$ cat src/pkg/txfc_pkg.sv
// package: constants and carrier types for the transmit flow-control block
`default_nettype none
package txfc_pkg;

  // ----------------------------------------------------------------------
  // widths and sizes
  // ----------------------------------------------------------------------
  localparam int CHAR_W       = 8;
  localparam int EB_DEPTH     = 8;
  localparam int EB_AW        = 3;
  localparam int SYNC_STAGES  = 2;

  // ----------------------------------------------------------------------
  // special character codes (low byte of the command code space)
  // ----------------------------------------------------------------------
  localparam logic [7:0] CODE_FILL      = 8'h0_5;
  localparam logic [7:0] CODE_INT_RISE  = 8'h0_0;
  localparam logic [7:0] CODE_INT_FALL  = 8'h0_3;

  // ----------------------------------------------------------------------
  // reset values
  // ----------------------------------------------------------------------
  localparam logic RST_INT_LEVEL = 1'b0;
  localparam logic RST_REM_INT   = 1'b0;

  // ----------------------------------------------------------------------
  // carriers
  // ----------------------------------------------------------------------
  typedef struct packed {
    logic              cell_start;
    logic              halt_bit;
    logic [CHAR_W-1:0] data;
  } txfc_fifo_word_t;

  typedef struct packed {
    logic              is_cmd;
    logic [CHAR_W-1:0] data;
  } txfc_char_t;

  typedef enum logic [1:0] {
    TXFC_RUN  = 2'b00,
    TXFC_CELL = 2'b01,
    TXFC_HOLD = 2'b11
  } txfc_state_t;

endpackage : txfc_pkg
`default_nettype wire

$ cat src/verilog/txfc_tx_flow_ctrl.sv
// module: transmit flow control with packet stop, halt, interrupt toggle and loop transmit
`default_nettype none
module txfc_tx_flow_ctrl
  import txfc_pkg::*;
(
  // clock and reset
  input  wire logic            sys_clk,
  input  wire logic            rst,
  // configuration
  input  wire logic            tx_fifo_enable,
  input  wire logic            encoder_bypass,
  // host flow control pins
  input  wire logic            packet_stop_n,
  input  wire logic            interrupt_toggle_in,
  input  wire logic            loop_transmit,
  // transmit fifo read side
  input  wire logic            tx_fifo_valid,
  input  wire txfc_fifo_word_t tx_fifo_word,
  output logic                 tx_fifo_read,
  // received character stream
  input  wire logic            rx_valid,
  input  wire txfc_char_t      rx_char,
  output logic                 rx_ready,
  // encoder output, one character per clock
  output txfc_char_t           enc_char,
  output logic                 enc_from_fifo,
  // remote interrupt status
  output logic                 remote_interrupt_out
);

  // ----------------------------------------------------------------------
  // pin synchronisers
  // ----------------------------------------------------------------------
  logic [1:0] stop_sync_ff;
  logic [1:0] int_sync_ff;
  logic [1:0] loop_sync_ff;

  always_ff @(posedge sys_clk) begin
    if (rst) begin
      stop_sync_ff <= 2'b11;
      int_sync_ff  <= {2{RST_INT_LEVEL}};
      loop_sync_ff <= 2'b00;
    end else begin
      stop_sync_ff <= {stop_sync_ff[0], packet_stop_n};
      int_sync_ff  <= {int_sync_ff[0], interrupt_toggle_in};
      loop_sync_ff <= {loop_sync_ff[0], loop_transmit};
    end
  end

  logic stop_n;
  logic tog;
  logic loop_on;
  assign stop_n  = stop_sync_ff[1];
  assign tog     = int_sync_ff[1];
  assign loop_on = loop_sync_ff[1];

  // ----------------------------------------------------------------------
  // elasticity buffer
  // ----------------------------------------------------------------------
  logic       eb_wr_valid;
  logic       eb_wr_ready;
  logic       eb_rd_valid;
  logic       eb_rd_ready;
  txfc_char_t eb_rd_char;
  logic       rx_is_fill;

  assign rx_is_fill  = rx_char.is_cmd && (rx_char.data == CODE_FILL);
  assign eb_wr_valid = rx_valid && loop_on && !rx_is_fill;
  assign rx_ready    = rx_is_fill || !loop_on || eb_wr_ready;

  txfc_elastic_buf #(
    .DEPTH (EB_DEPTH),
    .AW    (EB_AW)
  ) u_ebuf (
    .sys_clk  (sys_clk),
    .rst      (rst),
    .wr_valid (eb_wr_valid),
    .wr_char  (rx_char),
    .wr_ready (eb_wr_ready),
    .rd_valid (eb_rd_valid),
    .rd_char  (eb_rd_char),
    .rd_ready (eb_rd_ready)
  );

  // ----------------------------------------------------------------------
  // remote interrupt status from received codes
  // ----------------------------------------------------------------------
  logic rem_int_ff;
  logic nxt_rem_int;

  always_comb begin
    nxt_rem_int = rem_int_ff;
    if (rx_valid && rx_char.is_cmd && rx_char.data == CODE_INT_RISE) begin
      nxt_rem_int = 1'b1;
    end else if (rx_valid && rx_char.is_cmd && rx_char.data == CODE_INT_FALL) begin
      nxt_rem_int = 1'b0;
    end
  end

  always_ff @(posedge sys_clk) begin
    if (rst) begin
      rem_int_ff <= RST_REM_INT;
    end else begin
      rem_int_ff <= nxt_rem_int;
    end
  end

  assign remote_interrupt_out = rem_int_ff;

  // ----------------------------------------------------------------------
  // transmit controller
  // ----------------------------------------------------------------------
  txfc_state_t state_ff;
  txfc_state_t nxt_state;
  logic        tog_prev_ff;
  logic        nxt_tog_prev;
  logic        int_pend_ff;
  logic        nxt_int_pend;
  logic        int_lvl_ff;
  logic        nxt_int_lvl;
  txfc_char_t  out_ff;
  txfc_char_t  nxt_out;
  logic        from_fifo_ff;
  logic        nxt_from_fifo;
  logic        halt_now;
  logic        soc_seen;

  always_comb begin
    nxt_state     = state_ff;
    nxt_tog_prev  = tog_prev_ff;
    nxt_int_pend  = int_pend_ff;
    nxt_int_lvl   = int_lvl_ff;
    nxt_out       = '{is_cmd: 1'b1, data: CODE_FILL};
    nxt_from_fifo = 1'b0;
    tx_fifo_read  = 1'b0;
    eb_rd_ready   = 1'b0;
    // halt on halt_bit (word bit 8) low unless encoder bypassed; stop acts as halt when bypassed
    halt_now = encoder_bypass ? !stop_n
                              : (tx_fifo_valid && !tx_fifo_word.halt_bit);
    soc_seen = tx_fifo_valid && tx_fifo_word.cell_start && !encoder_bypass;
    if (tx_fifo_enable) begin
      if (tog != tog_prev_ff) begin
        nxt_tog_prev = tog;
        nxt_int_pend = 1'b1;
        nxt_int_lvl  = tog;
      end
      if (int_pend_ff) begin
        // interrupt code takes one slot, data resumes next character
        nxt_out.data = int_lvl_ff ? CODE_INT_RISE : CODE_INT_FALL;
        nxt_int_pend = (tog != tog_prev_ff);
      end else if (loop_on) begin
        if (eb_rd_valid) begin
          eb_rd_ready = 1'b1;
          nxt_out     = eb_rd_char;
        end
      end else if (!halt_now && tx_fifo_valid) begin
        unique case (state_ff)
          TXFC_RUN, TXFC_CELL: begin
            if (soc_seen && !stop_n) begin
              nxt_state = TXFC_HOLD;
            end else begin
              tx_fifo_read  = 1'b1;
              nxt_from_fifo = 1'b1;
              nxt_out       = '{is_cmd: 1'b0, data: tx_fifo_word.data};
              nxt_state     = soc_seen ? TXFC_CELL : state_ff;
            end
          end
          TXFC_HOLD: begin
            if (stop_n) begin
              tx_fifo_read  = 1'b1;
              nxt_from_fifo = 1'b1;
              nxt_out       = '{is_cmd: 1'b0, data: tx_fifo_word.data};
              nxt_state     = TXFC_CELL;
            end
          end
        endcase
      end
    end else begin
      nxt_tog_prev = tog;
      nxt_state    = TXFC_RUN;
      if (tx_fifo_valid) begin
        tx_fifo_read  = 1'b1;
        nxt_from_fifo = 1'b1;
        nxt_out       = '{is_cmd: 1'b0, data: tx_fifo_word.data};
      end
    end
  end

  always_ff @(posedge sys_clk) begin
    if (rst) begin
      state_ff     <= TXFC_RUN;
      tog_prev_ff  <= RST_INT_LEVEL;
      int_pend_ff  <= 1'b0;
      int_lvl_ff   <= RST_INT_LEVEL;
      out_ff       <= '{is_cmd: 1'b1, data: CODE_FILL};
      from_fifo_ff <= 1'b0;
    end else begin
      state_ff     <= nxt_state;
      tog_prev_ff  <= nxt_tog_prev;
      int_pend_ff  <= nxt_int_pend;
      int_lvl_ff   <= nxt_int_lvl;
      out_ff       <= nxt_out;
      from_fifo_ff <= nxt_from_fifo;
    end
  end

  assign enc_char      = out_ff;
  assign enc_from_fifo = from_fifo_ff;

endmodule : txfc_tx_flow_ctrl
`default_nettype wire

$ cat src/verilog/txfc_elastic_buf.sv
// module: eight-character elasticity buffer between receive and transmit paths
`default_nettype none
module txfc_elastic_buf
  import txfc_pkg::*;
#(
  parameter int DEPTH = EB_DEPTH,
  parameter int AW    = EB_AW
) (
  // clock and reset
  input  wire logic       sys_clk,
  input  wire logic       rst,
  // write side
  input  wire logic       wr_valid,
  input  wire txfc_char_t wr_char,
  output logic            wr_ready,
  // read side
  output logic            rd_valid,
  output txfc_char_t      rd_char,
  input  wire logic       rd_ready
);

  // ----------------------------------------------------------------------
  // storage and pointers
  // ----------------------------------------------------------------------
  txfc_char_t     mem_ff [DEPTH];
  logic [AW:0]    wp_ff;
  logic [AW:0]    rp_ff;
  logic [AW:0]    nxt_wp;
  logic [AW:0]    nxt_rp;
  logic           do_wr;
  logic           do_rd;

  localparam logic [AW:0] PTR_INC = {{AW{1'b0}}, 1'b1};

  always_comb begin
    rd_valid = (wp_ff != rp_ff);
    wr_ready = (wp_ff[AW-1:0] != rp_ff[AW-1:0]) || (wp_ff[AW] == rp_ff[AW]);
    rd_char  = mem_ff[rp_ff[AW-1:0]];
    do_wr    = wr_valid && wr_ready;
    do_rd    = rd_valid && rd_ready;
    nxt_wp   = do_wr ? wp_ff + PTR_INC : wp_ff;
    nxt_rp   = do_rd ? rp_ff + PTR_INC : rp_ff;
  end

  always_ff @(posedge sys_clk) begin
    if (rst) begin
      wp_ff <= '0;
      rp_ff <= '0;
    end else begin
      wp_ff <= nxt_wp;
      rp_ff <= nxt_rp;
    end
    if (do_wr) begin
      mem_ff[wp_ff[AW-1:0]] <= wr_char;
    end
  end

endmodule : txfc_elastic_buf
`default_nettype wire

$ cat config.mk
export PLATFORM = sky130hd
export DESIGN_NAME = txfc_tx_flow_ctrl
export DESIGN_NICKNAME = d
export VERILOG_FILES = /design/src/pkg/txfc_pkg.sv /design/src/verilog/txfc_tx_flow_ctrl.sv /design/src/verilog/txfc_elastic_buf.sv
export SDC_FILE = /design/constraint.sdc
export NUM_CORES = 1
export LEC_CHECK = 0
export BUFFER_PORTS_ARGS = -buffer_cell sky130_fd_sc_hd__buf_2
export CORE_ASPECT_RATIO = 0.8
export CORE_UTILIZATION = 58
export DETAILED_ROUTE_END_ITERATION = 8
export PLACE_DENSITY = 0.88
export SYNTH_ARGS = -nofsm -noshare
export SYNTH_HDL_FRONTEND = slang
export SYNTH_SLANG_ARGS = --single-unit
$ cat constraint.sdc
create_clock -name sys_clk -period 3.2 [get_ports sys_clk]
set_input_delay 0.64 -clock sys_clk [delete_from_list [all_inputs] [get_ports sys_clk]]
set_output_delay 0.64 -clock sys_clk [all_outputs]
set_load 0.02 [all_outputs]
==> impl_metrics.env, run 1 <==
export IMPL_hp_class="flip-flop to flip-flop"
export IMPL_worstPathMaxFanout=11
export IMPL_grt_max_degree=32
export IMPL_end_kind="flip-flop"
export IMPL_cts_buffers=9
export IMPL_tns_ns=0
export IMPL_cts_num_sinks=105
export IMPL_crit_required_ns=3.18
export IMPL_antenna_found_initial=0
export IMPL_die_width_um=97.7
export IMPL_synth_ff_type="edfxtp_1"
export IMPL_grt_ovfl_total=0
export IMPL_yosys_area_top_type="edfxtp_1"
export IMPL_clkTransAtPathRegs_ns=0.09
export IMPL_min_period_over_period_pct=88.2
export IMPL_clock_fmax_mhz=354
export IMPL_area_delta_synth_final_pct=12.1
export IMPL_p_total_mw=2.30
export IMPL_synth_edf_count=72
export IMPL_initial_core_util_pct=60.8
export IMPL_slowest_stage="nor4b_2"
export IMPL_syn_inst=277
export IMPL_r2r_end="u_ebuf.mem_ff[4][0]"
export IMPL_dr_pass1_iters=6
export IMPL_ios=41
export IMPL_synthArstFlopShare_pct=0
export IMPL_synth_common_cells="edfxtp_1, dfxtp_1, mux4_2"
export IMPL_seq_area_frac_synth_pct=66.4
export IMPL_die_h_um=78.6
export IMPL_tritoncts="done"
export IMPL_finalSetupViolCount=0
export IMPL_drive_above_1_share_pct=29.8
export IMPL_postCtsHoldBufs=0
export IMPL_drtIter0Drc=173
export IMPL_max_stage_delay_ns=1.04
export IMPL_nFillCells=461
export IMPL_hpwl_mm=5.76
export IMPL_vias=2553
export IMPL_yosys_warnings=0
export IMPL_clockBufferDepth=2
export IMPL_grt_pass1_wl_mm=13.4
export IMPL_fin_crit_ns=2.82
export IMPL_synthesis_area_um2=4250
export IMPL_htreeDepth=3
export IMPL_place_gp_congestion=0.796
export IMPL_worst_slew_pin_slew_ns=1.15
export IMPL_route_detailed_drc=6
export IMPL_synth_seq_cells=105
export IMPL_die_area_um2=7680
export IMPL_grt_total_usage_pct=23.9
export IMPL_status="complete, but fails checks"
export IMPL_final_hold_violation_count=0
export IMPL_syn_mean_instance_area_um2=15.3
export IMPL_core_region_area_um2=6990
export IMPL_skew_ns=0.00718
export IMPL_cts_root_buf="clkbuf_8"
export IMPL_drv_cap=0
export IMPL_vias_per_cell=6.14
export IMPL_violations="DRC"
export IMPL_regToRegStartpoint="u_ebuf.wp_ff[0]"
export IMPL_diodes=0
export IMPL_rows=27
export IMPL_whs_endpoint="loop_sync_ff[1]"
export IMPL_hold_depth=1
export IMPL_nets=354
export IMPL_postCtsResizedCells=0
export IMPL_leakagePower_nw=1.63
export IMPL_crit_arrival_ns=2.80
export IMPL_start_kind="flip-flop"
export IMPL_synth_nets=307
export IMPL_drt_wl_total_mm=8.42
export IMPL_antenna_left=0
export IMPL_placed_area_um2=4590
export IMPL_synth_distinct_cells=42
export IMPL_yosysMostFrequentCell="edfxtp_1"
export IMPL_worstPathCellList="xor2_1 > or4_1 > nand3_1 > nor4b_2"
export IMPL_synth_top_area_share_pct=50.9
export IMPL_grt_pass1_vias=2531
export IMPL_rsz0062_at_grt="false"
export IMPL_ir_drop_mv=0.249
export IMPL_hold_start="loop_sync_ff[0]"
export IMPL_finish_instance_area_um2=4760
export IMPL_slew_headroom_pct=23.0
export IMPL_critPathKind="flip-flop to flip-flop"
export IMPL_cts_setup_buffers=0
export IMPL_clk_latency_ns=0.36
export IMPL_synth_top_cells_by_area="edfxtp_1, dfxtp_1, mux4_2, mux2i_1, a21oi_1"
export IMPL_reg2reg_slack_ns=0.38
export IMPL_slew_violations=0
export IMPL_r2r_cells=4
export IMPL_io_buffers=40
export IMPL_wl_per_cell_um=20.2
export IMPL_power_density_nw_per_um2=483
[registers in the layout, summed over array words and instances, names as in the netlist, named ones only]
register and cells:
enc_char 9, enc_from_fifo 1, int_lvl_ff 1, int_pend_ff 1, int_sync_ff 2, loop_sync_ff 2
remote_interrupt_out 1, state_ff 2, stop_sync_ff 2, tog_prev_ff 1, u_ebuf.mem_ff 72, u_ebuf.rp_ff 4
u_ebuf.wp_ff 4
[per-stage QoR]
step / instances / util (%) / setup WS [ns] / hold WS, ns
global placement: 400 / 65.7 / 0.480 / 0.397
finish: 416 / 68.1 / 0.379 / 0.444
global route: 416 / 68.1 / 0.177 / 0.448
floorplan: 277 / - / 0.582 / 0.389
CTS: 416 / 68.1 / 0.340 / 0.449
detailed placement: 400 / 65.7 / 0.241 / 0.427
[worst max path at each step]
stage	slack, ns	from	end	cells past startpoint
finish	0.38	u_ebuf.wp_ff[0]	u_ebuf.mem_ff[4][0]	4
global route	0.18	u_ebuf.wp_ff[0]	u_ebuf.mem_ff[4][0]	4
CTS	0.34	u_ebuf.wp_ff[0]	u_ebuf.mem_ff[4][0]	4
detailed placement	0.24	rx_char[6]	u_ebuf.mem_ff[4][8]	5
global placement	0.48	rx_char[6]	u_ebuf.mem_ff[4][3]	5
floorplan	0.58	rx_char[6]	u_ebuf.mem_ff[4][0]	4
[critical path, delay by kind of cell, from the launching register on]
kind	cells	cell delay [ns]
AND/OR/NAND/NOR	3	1.48
XOR/XNOR	1	0.35
flip-flops	1	0.60
[report_power, final]
group / leakage [nW] / internal, mW / switching, mW
logic: 0.629 / 0.0444 / 0.0740
clock network: 0.0887 / 0.298 / 0.415
registers: 0.917 / 1.46 / 0.00928
[placed cells by master (no fill, tap or decap), types with 7 or more instances in the layout]
| master | instances |
|---|---|
| buf_2 | 40 |
| nor2_1 | 11 |
| nand2b_1 | 7 |
| buf_4 | 8 |
| inv_1 | 10 |
| a21oi_1 | 15 |
| clkbuf_8 | 10 |
| nand3_1 | 7 |
| mux4_2 | 18 |
| mux2i_1 | 8 |
| edfxtp_1 | 72 |
| dfxtp_1 | 33 |
| nand2_1 | 8 |
| nor2b_1 | 12 |
[area by class of cell]
| cell class | count | area (um^2) | share of cell area, % |
|---|---|---|---|
| Sequential cell | 105 | 2820 | 59.2 |
| Clock buffer | 10 | 138 | 2.89 |
| Inverter | 10 | 37.5 | 0.788 |
| Tap cell | 87 | 109 | 2.28 |
| Clock inverter | 6 | 33.8 | 0.709 |
| Multi-Input combinational cell | 150 | 1360 | 28.6 |
| Timing Repair Buffer | 48 | 260 | 5.46 |
[metal layers]
layer  vias to the layer above  GRT usage (%)  routed length (um)
met3                         6           5.43                 543
met4                         0           7.88                  70
li1                       1172              -                   -
met5                         -              0                   0
met1                      1295           30.5                3420
met2                        80           41.1                4380
[cell families (layout without fill, tap and decap cells)]
logic type	count (synthesis)	count (layout)	synth area share [%]
buffers and inverters	22	74	2.12
xor gates and xnor gates	6	6	1.24
and+or+nand+nor	66	66	9.24
AOI/OAI and AO/OA	43	43	7.06
DFF	105	105	66.4
muxes	33	33	13.4
adders and majority gates	2	2	0.588
Note: power is estimated with default switching activity, not from simulation.
==> inputs of run 2 (changes only) <==
- HOLD_SLACK_MARGIN: not set -> 0.1
- REMOVE_ABC_BUFFERS: not set -> 1
- SLEW_MARGIN: not set -> 20
==> impl_metrics.env, run 2 (synthesis gave the netlist of run 1 again) <==
export IMPL_nets=354
export IMPL_slowest_stage="nor4_1"
export IMPL_reg2reg_slack_ns=0.71
export IMPL_grt_max_degree=32
export IMPL_p_seq_share_pct=62.3
export IMPL_cts_buffers=9
export IMPL_slew_violations=0
export IMPL_critPathKind="flip-flop to primary output"
export IMPL_ios=41
export IMPL_grt_pass1_wl_mm=13.0
export IMPL_die_width_um=97.7
export IMPL_start_kind="flip-flop"
export IMPL_end_kind="primary output"
export IMPL_grt_ovfl_total=0
export IMPL_min_period_over_period_pct=86.7
export IMPL_cts_setup_buffers=0
export IMPL_p_total_mw=2.36
export IMPL_wl_per_cell_um=19.4
export IMPL_rows=27
export IMPL_postCtsHoldBufs=0
export IMPL_clockBufferDepth=2
export IMPL_p_clk_share_pct=32.8
export IMPL_leakagePower_nw=1.63
export IMPL_initial_core_util_pct=60.8
export IMPL_tns_ns=0
export IMPL_max_stage_delay_ns=0.64
export IMPL_dp_slack_ns=0.369
export IMPL_worst_path_buf_inv=1
export IMPL_fin_crit_ns=2.77
export IMPL_final_hold_violation_count=0
export IMPL_route_detailed_drc=8
export IMPL_worst_slack_ns=0.426
export IMPL_drtIter0Drc=179
export IMPL_power_density_nw_per_um2=494
export IMPL_tritoncts="done"
export IMPL_nFillCells=442
export IMPL_clock_fmax_mhz=360
export IMPL_worst_slew_pin_slew_ns=0.881
export IMPL_clkTransAtPathRegs_ns=0.09
export IMPL_finish_instance_area_um2=4780
export IMPL_grt_pass1_vias=2527
export IMPL_p_sw_share_pct=21.1
export IMPL_htreeDepth=3
export IMPL_antenna_left=0
export IMPL_io_buffers=40
export IMPL_die_area_um2=7680
export IMPL_crit_arrival_ns=2.13
export IMPL_final_common_cell="edfxtp_1"
export IMPL_dr_pass1_iters=9
export IMPL_drv_cap=0
export IMPL_violations="DRC"
export IMPL_drive_above_1_share_pct=29.5
export IMPL_cts_num_sinks=105
export IMPL_grt_total_usage_pct=23.3
export IMPL_placed_area_um2=4590
export IMPL_crit_required_ns=2.56
export IMPL_area_delta_synth_final_pct=12.5
export IMPL_multi_input_area_um2=1370
export IMPL_hpwl_mm=5.43
export IMPL_vias=2537
export IMPL_ir_drop_mv=0.376
export IMPL_drt_wl_total_mm=8.06
export IMPL_final_cell_mix="edfxtp_1, buf_2, dfxtp_1"
export IMPL_combPwrFrac_pct=4.9
export IMPL_largest_register_ffs=72
export IMPL_cp_top_family="simple AND/OR/NAND/NOR gates"
export IMPL_place_gp_congestion=0.814
export IMPL_slew_headroom_pct=40.8
export IMPL_die_h_um=78.6
export IMPL_skew_ns=0.00972
export IMPL_antenna_found_initial=0
export IMPL_cts_root_buf="clkbuf_8"
export IMPL_worstPathCellList="xor2_1 > nor4_1 > nand2_1 > buf_2"
export IMPL_whs_ns=0.417
export IMPL_vias_per_cell=6.10
export IMPL_switchingPower_mw=0.499
export IMPL_finalSetupViolCount=0
export IMPL_postCtsResizedCells=0
export IMPL_diodes=0
export IMPL_status="complete, but fails checks"
export IMPL_rsz0062_at_grt="false"
export IMPL_hp_class="flip-flop to flip-flop"
export IMPL_internal_power_mw=1.86
export IMPL_core_region_area_um2=6990
export IMPL_worstPathMaxFanout=11
export IMPL_clk_latency_ns=0.36
export IMPL_seq_area_um2=2820
==> run 2: stage by stage <==
stage / instances / utilization, %
after floorplan: 265 / -
after global placement: 400 / 65.6
after detailed placement: 400 / 65.6
after CTS: 416 / 68.3
after global routing: 416 / 68.4
final: 416 / 68.4
==> run 2: worst reg2reg max path, stage by stage (launching register included) <==
cell and delay (ns):
dfxtp_1 0.60, xor2_1 0.35, nor4_1 0.17, nor4_2 0.79
buf_4 0.30
==> run 2: cell type report <==
cell class / count / share of cell area [%]
clock inverters: 6 / 1.26
flip-flops and latches: 105 / 59.0
inverters: 10 / 0.785
multi-input cells: 150 / 28.6
well taps: 87 / 2.28
repair buffers: 48 / 5.44
clock buffers: 10 / 2.67
==> run 2: power by group through the flow <==
| stage | registers (mW) | logic (mW) | clock network [mW] |
|---|---|---|---|
| after floorplan | 1.51 | 0.0465 | 0 |
| after global placement | 1.50 | 0.112 | 0 |
| after detailed placement | 1.50 | 0.116 | 0 |
| after CTS | 1.47 | 0.116 | 0.783 |
| after global routing | 1.47 | 0.129 | 0.830 |
| final | 1.47 | 0.117 | 0.774 |
==> run 2: worst paths after layout <==
kind,start,endpoint,cells past startpoint
max reg2reg,u_ebuf.wp_ff[0],u_ebuf.mem_ff[7][3],4
min reg2reg,stop_sync_ff[0],stop_sync_ff[1],1
max,u_ebuf.wp_ff[0],rx_ready,4
min,stop_sync_ff[0],stop_sync_ff[1],1
==> run 2: layer usage <==
layer  track usage [%]  wire (um)  up-vias
met2              36.6       3720       96
met1              31.9       3630     1263
met4              6.97         72        0
met5                 0          0        -
li1                  -          -     1170
met3              6.59        635        8
==> inputs of run 3 (changes only) <==
- RECOVER_POWER: not set -> 100
- SLEW_MARGIN: 20 -> not set
==> impl_metrics.env, run 3 (synthesis gave the netlist of run 1 again) <==
export IMPL_status="complete, but fails checks"
export IMPL_violations="DRC"
export IMPL_skew_ns=0.0101
export IMPL_final_hold_violation_count=0
export IMPL_nFillCells=470
export IMPL_highest_layer="met4"
export IMPL_drive_above_1_share_pct=18.2
export IMPL_multi_input_area_um2=1320
export IMPL_whs_endpoint="stop_sync_ff[1]"
export IMPL_finalNonFillerCells=416
export IMPL_crit_arrival_ns=2.94
export IMPL_finalSetupViolCount=0
export IMPL_leakagePower_nw=1.52
export IMPL_rsz0062_at_grt="false"
export IMPL_tns_ns=0
export IMPL_min_period_over_period_pct=90.9
export IMPL_vias_per_cell=6.09
export IMPL_route_detailed_drc=8
export IMPL_tritoncts="done"
export IMPL_hpwl_mm=5.43
export IMPL_io_buffers=40
export IMPL_die_h_um=78.6
export IMPL_diodes=0
export IMPL_postCtsResizedCells=0
export IMPL_reg2reg_slack_ns=0.29
export IMPL_cts_buffers=9
export IMPL_place_gp_congestion=0.814
export IMPL_clkTransAtPathRegs_ns=0.09
export IMPL_initial_core_util_pct=60.8
export IMPL_cts_num_sinks=105
export IMPL_die_area_um2=7680
export IMPL_dr_pass1_iters=6
export IMPL_clock_fmax_mhz=344
export IMPL_largest_register_ffs=72
export IMPL_p_total_mw=2.36
export IMPL_slew_violations=0
export IMPL_r2r_end="u_ebuf.mem_ff[7][3]"
export IMPL_hold_start="stop_sync_ff[0]"
export IMPL_regToRegStartpoint="u_ebuf.wp_ff[0]"
export IMPL_antenna_left=0
export IMPL_drv_cap=0
export IMPL_start_kind="flip-flop"
export IMPL_die_width_um=97.7
export IMPL_clk_latency_ns=0.36
export IMPL_clockBufferDepth=2
export IMPL_antenna_found_initial=0
export IMPL_critPathKind="flip-flop to flip-flop"
export IMPL_fin_crit_ns=2.91
export IMPL_nets=354
export IMPL_grt_max_degree=32
export IMPL_finish_instance_area_um2=4680
export IMPL_grt_ovfl_total=0
export IMPL_hp_class="flip-flop to flip-flop"
export IMPL_area_delta_synth_final_pct=10.0
export IMPL_seq_area_um2=2820
export IMPL_end_kind="flip-flop"
export IMPL_crit_required_ns=3.23
export IMPL_power_density_nw_per_um2=504
export IMPL_grt_pass1_vias=2527
export IMPL_worstPathMaxFanout=11
export IMPL_final_common_cell="edfxtp_1"
export IMPL_placed_area_um2=4590
export IMPL_worst_slew_pin_slew_ns=1.40
export IMPL_rows=27
export IMPL_grt_pass1_wl_mm=13.0
export IMPL_core_region_area_um2=6990
export IMPL_ir_drop_mv=0.377
export IMPL_slew_headroom_pct=5.90
export IMPL_r2r_cells=4
export IMPL_vias=2534
export IMPL_final_cell_mix="edfxtp_1, dfxtp_1, clkbuf_1"
export IMPL_route_met2_wl_mm=3.87
export IMPL_grt_total_usage_pct=23.3
export IMPL_drt_met1_wl_mm=3.73
export IMPL_drtIter0Drc=197
export IMPL_dr_wl_met3_um=495
export IMPL_hold_depth=1
export IMPL_cts_setup_buffers=0
export IMPL_postCtsHoldBufs=0
export IMPL_htreeDepth=3
export IMPL_place_inst=400
export IMPL_ios=41
export IMPL_cts_root_buf="clkbuf_8"
export IMPL_drt_wl_total_mm=8.18
export IMPL_wl_per_cell_um=19.7
==> run 3: routing by layer <==
| metal | vias to the layer above | track usage, % |
|---|---|---|
| met5 | - | 0 |
| met4 | 0 | 6.97 |
| met3 | 10 | 6.59 |
| met2 | 92 | 36.6 |
| met1 | 1263 | 31.9 |
| li1 | 1169 | - |
==> run 3: per-stage QoR <==
stage	util, %	setup slack (ns)	hold WS (ns)
after global placement	65.6	0.486	0.397
after CTS	68.3	0.457	0.416
after global routing	66.9	0.136	0.432
after detailed placement	65.6	0.369	0.395
final	66.9	0.291	0.417
after floorplan	-	0.582	0.389
==> run 3: layout make-up <==
type,instances,share of cell area (%)
Timing Repair Buffer,48,4.39
Clock buffer,10,2.73
Sequential cell,105,60.4
Multi-Input combinational cell,150,28.1
Clock inverter,6,1.28
Tap cell,87,2.33
Inverter,10,0.803
==> run 3: critical path, stage by stage (launching register included) <==
cell      delay, ns
dfxtp_1        0.55
xor2_1         0.31
nor4_1         0.16
nor4_1         1.17
clkbuf_1       0.39
==> run 3: where the power goes <==
group / internal (mW) / switching, mW
Clock: 0.357 / 0.418
Combinational: 0.0387 / 0.0715
Sequential: 1.46 / 0.00935
Total: 1.86 / 0.499
==> run 3: worst max path at each step <==
stage / startpoint / to / slack, ns / cells past startpoint
floorplan: rx_char[6] / u_ebuf.mem_ff[4][0] / 0.58 / 4
detailed placement: rx_char[6] / u_ebuf.mem_ff[4][0] / 0.37 / 5
CTS: u_ebuf.wp_ff[0] / rx_ready / 0.46 / 4
global placement: rx_char[6] / u_ebuf.mem_ff[4][0] / 0.49 / 5
finish: u_ebuf.wp_ff[0] / u_ebuf.mem_ff[7][3] / 0.29 / 4
global route: u_ebuf.wp_ff[0] / u_ebuf.mem_ff[7][3] / 0.14 / 4
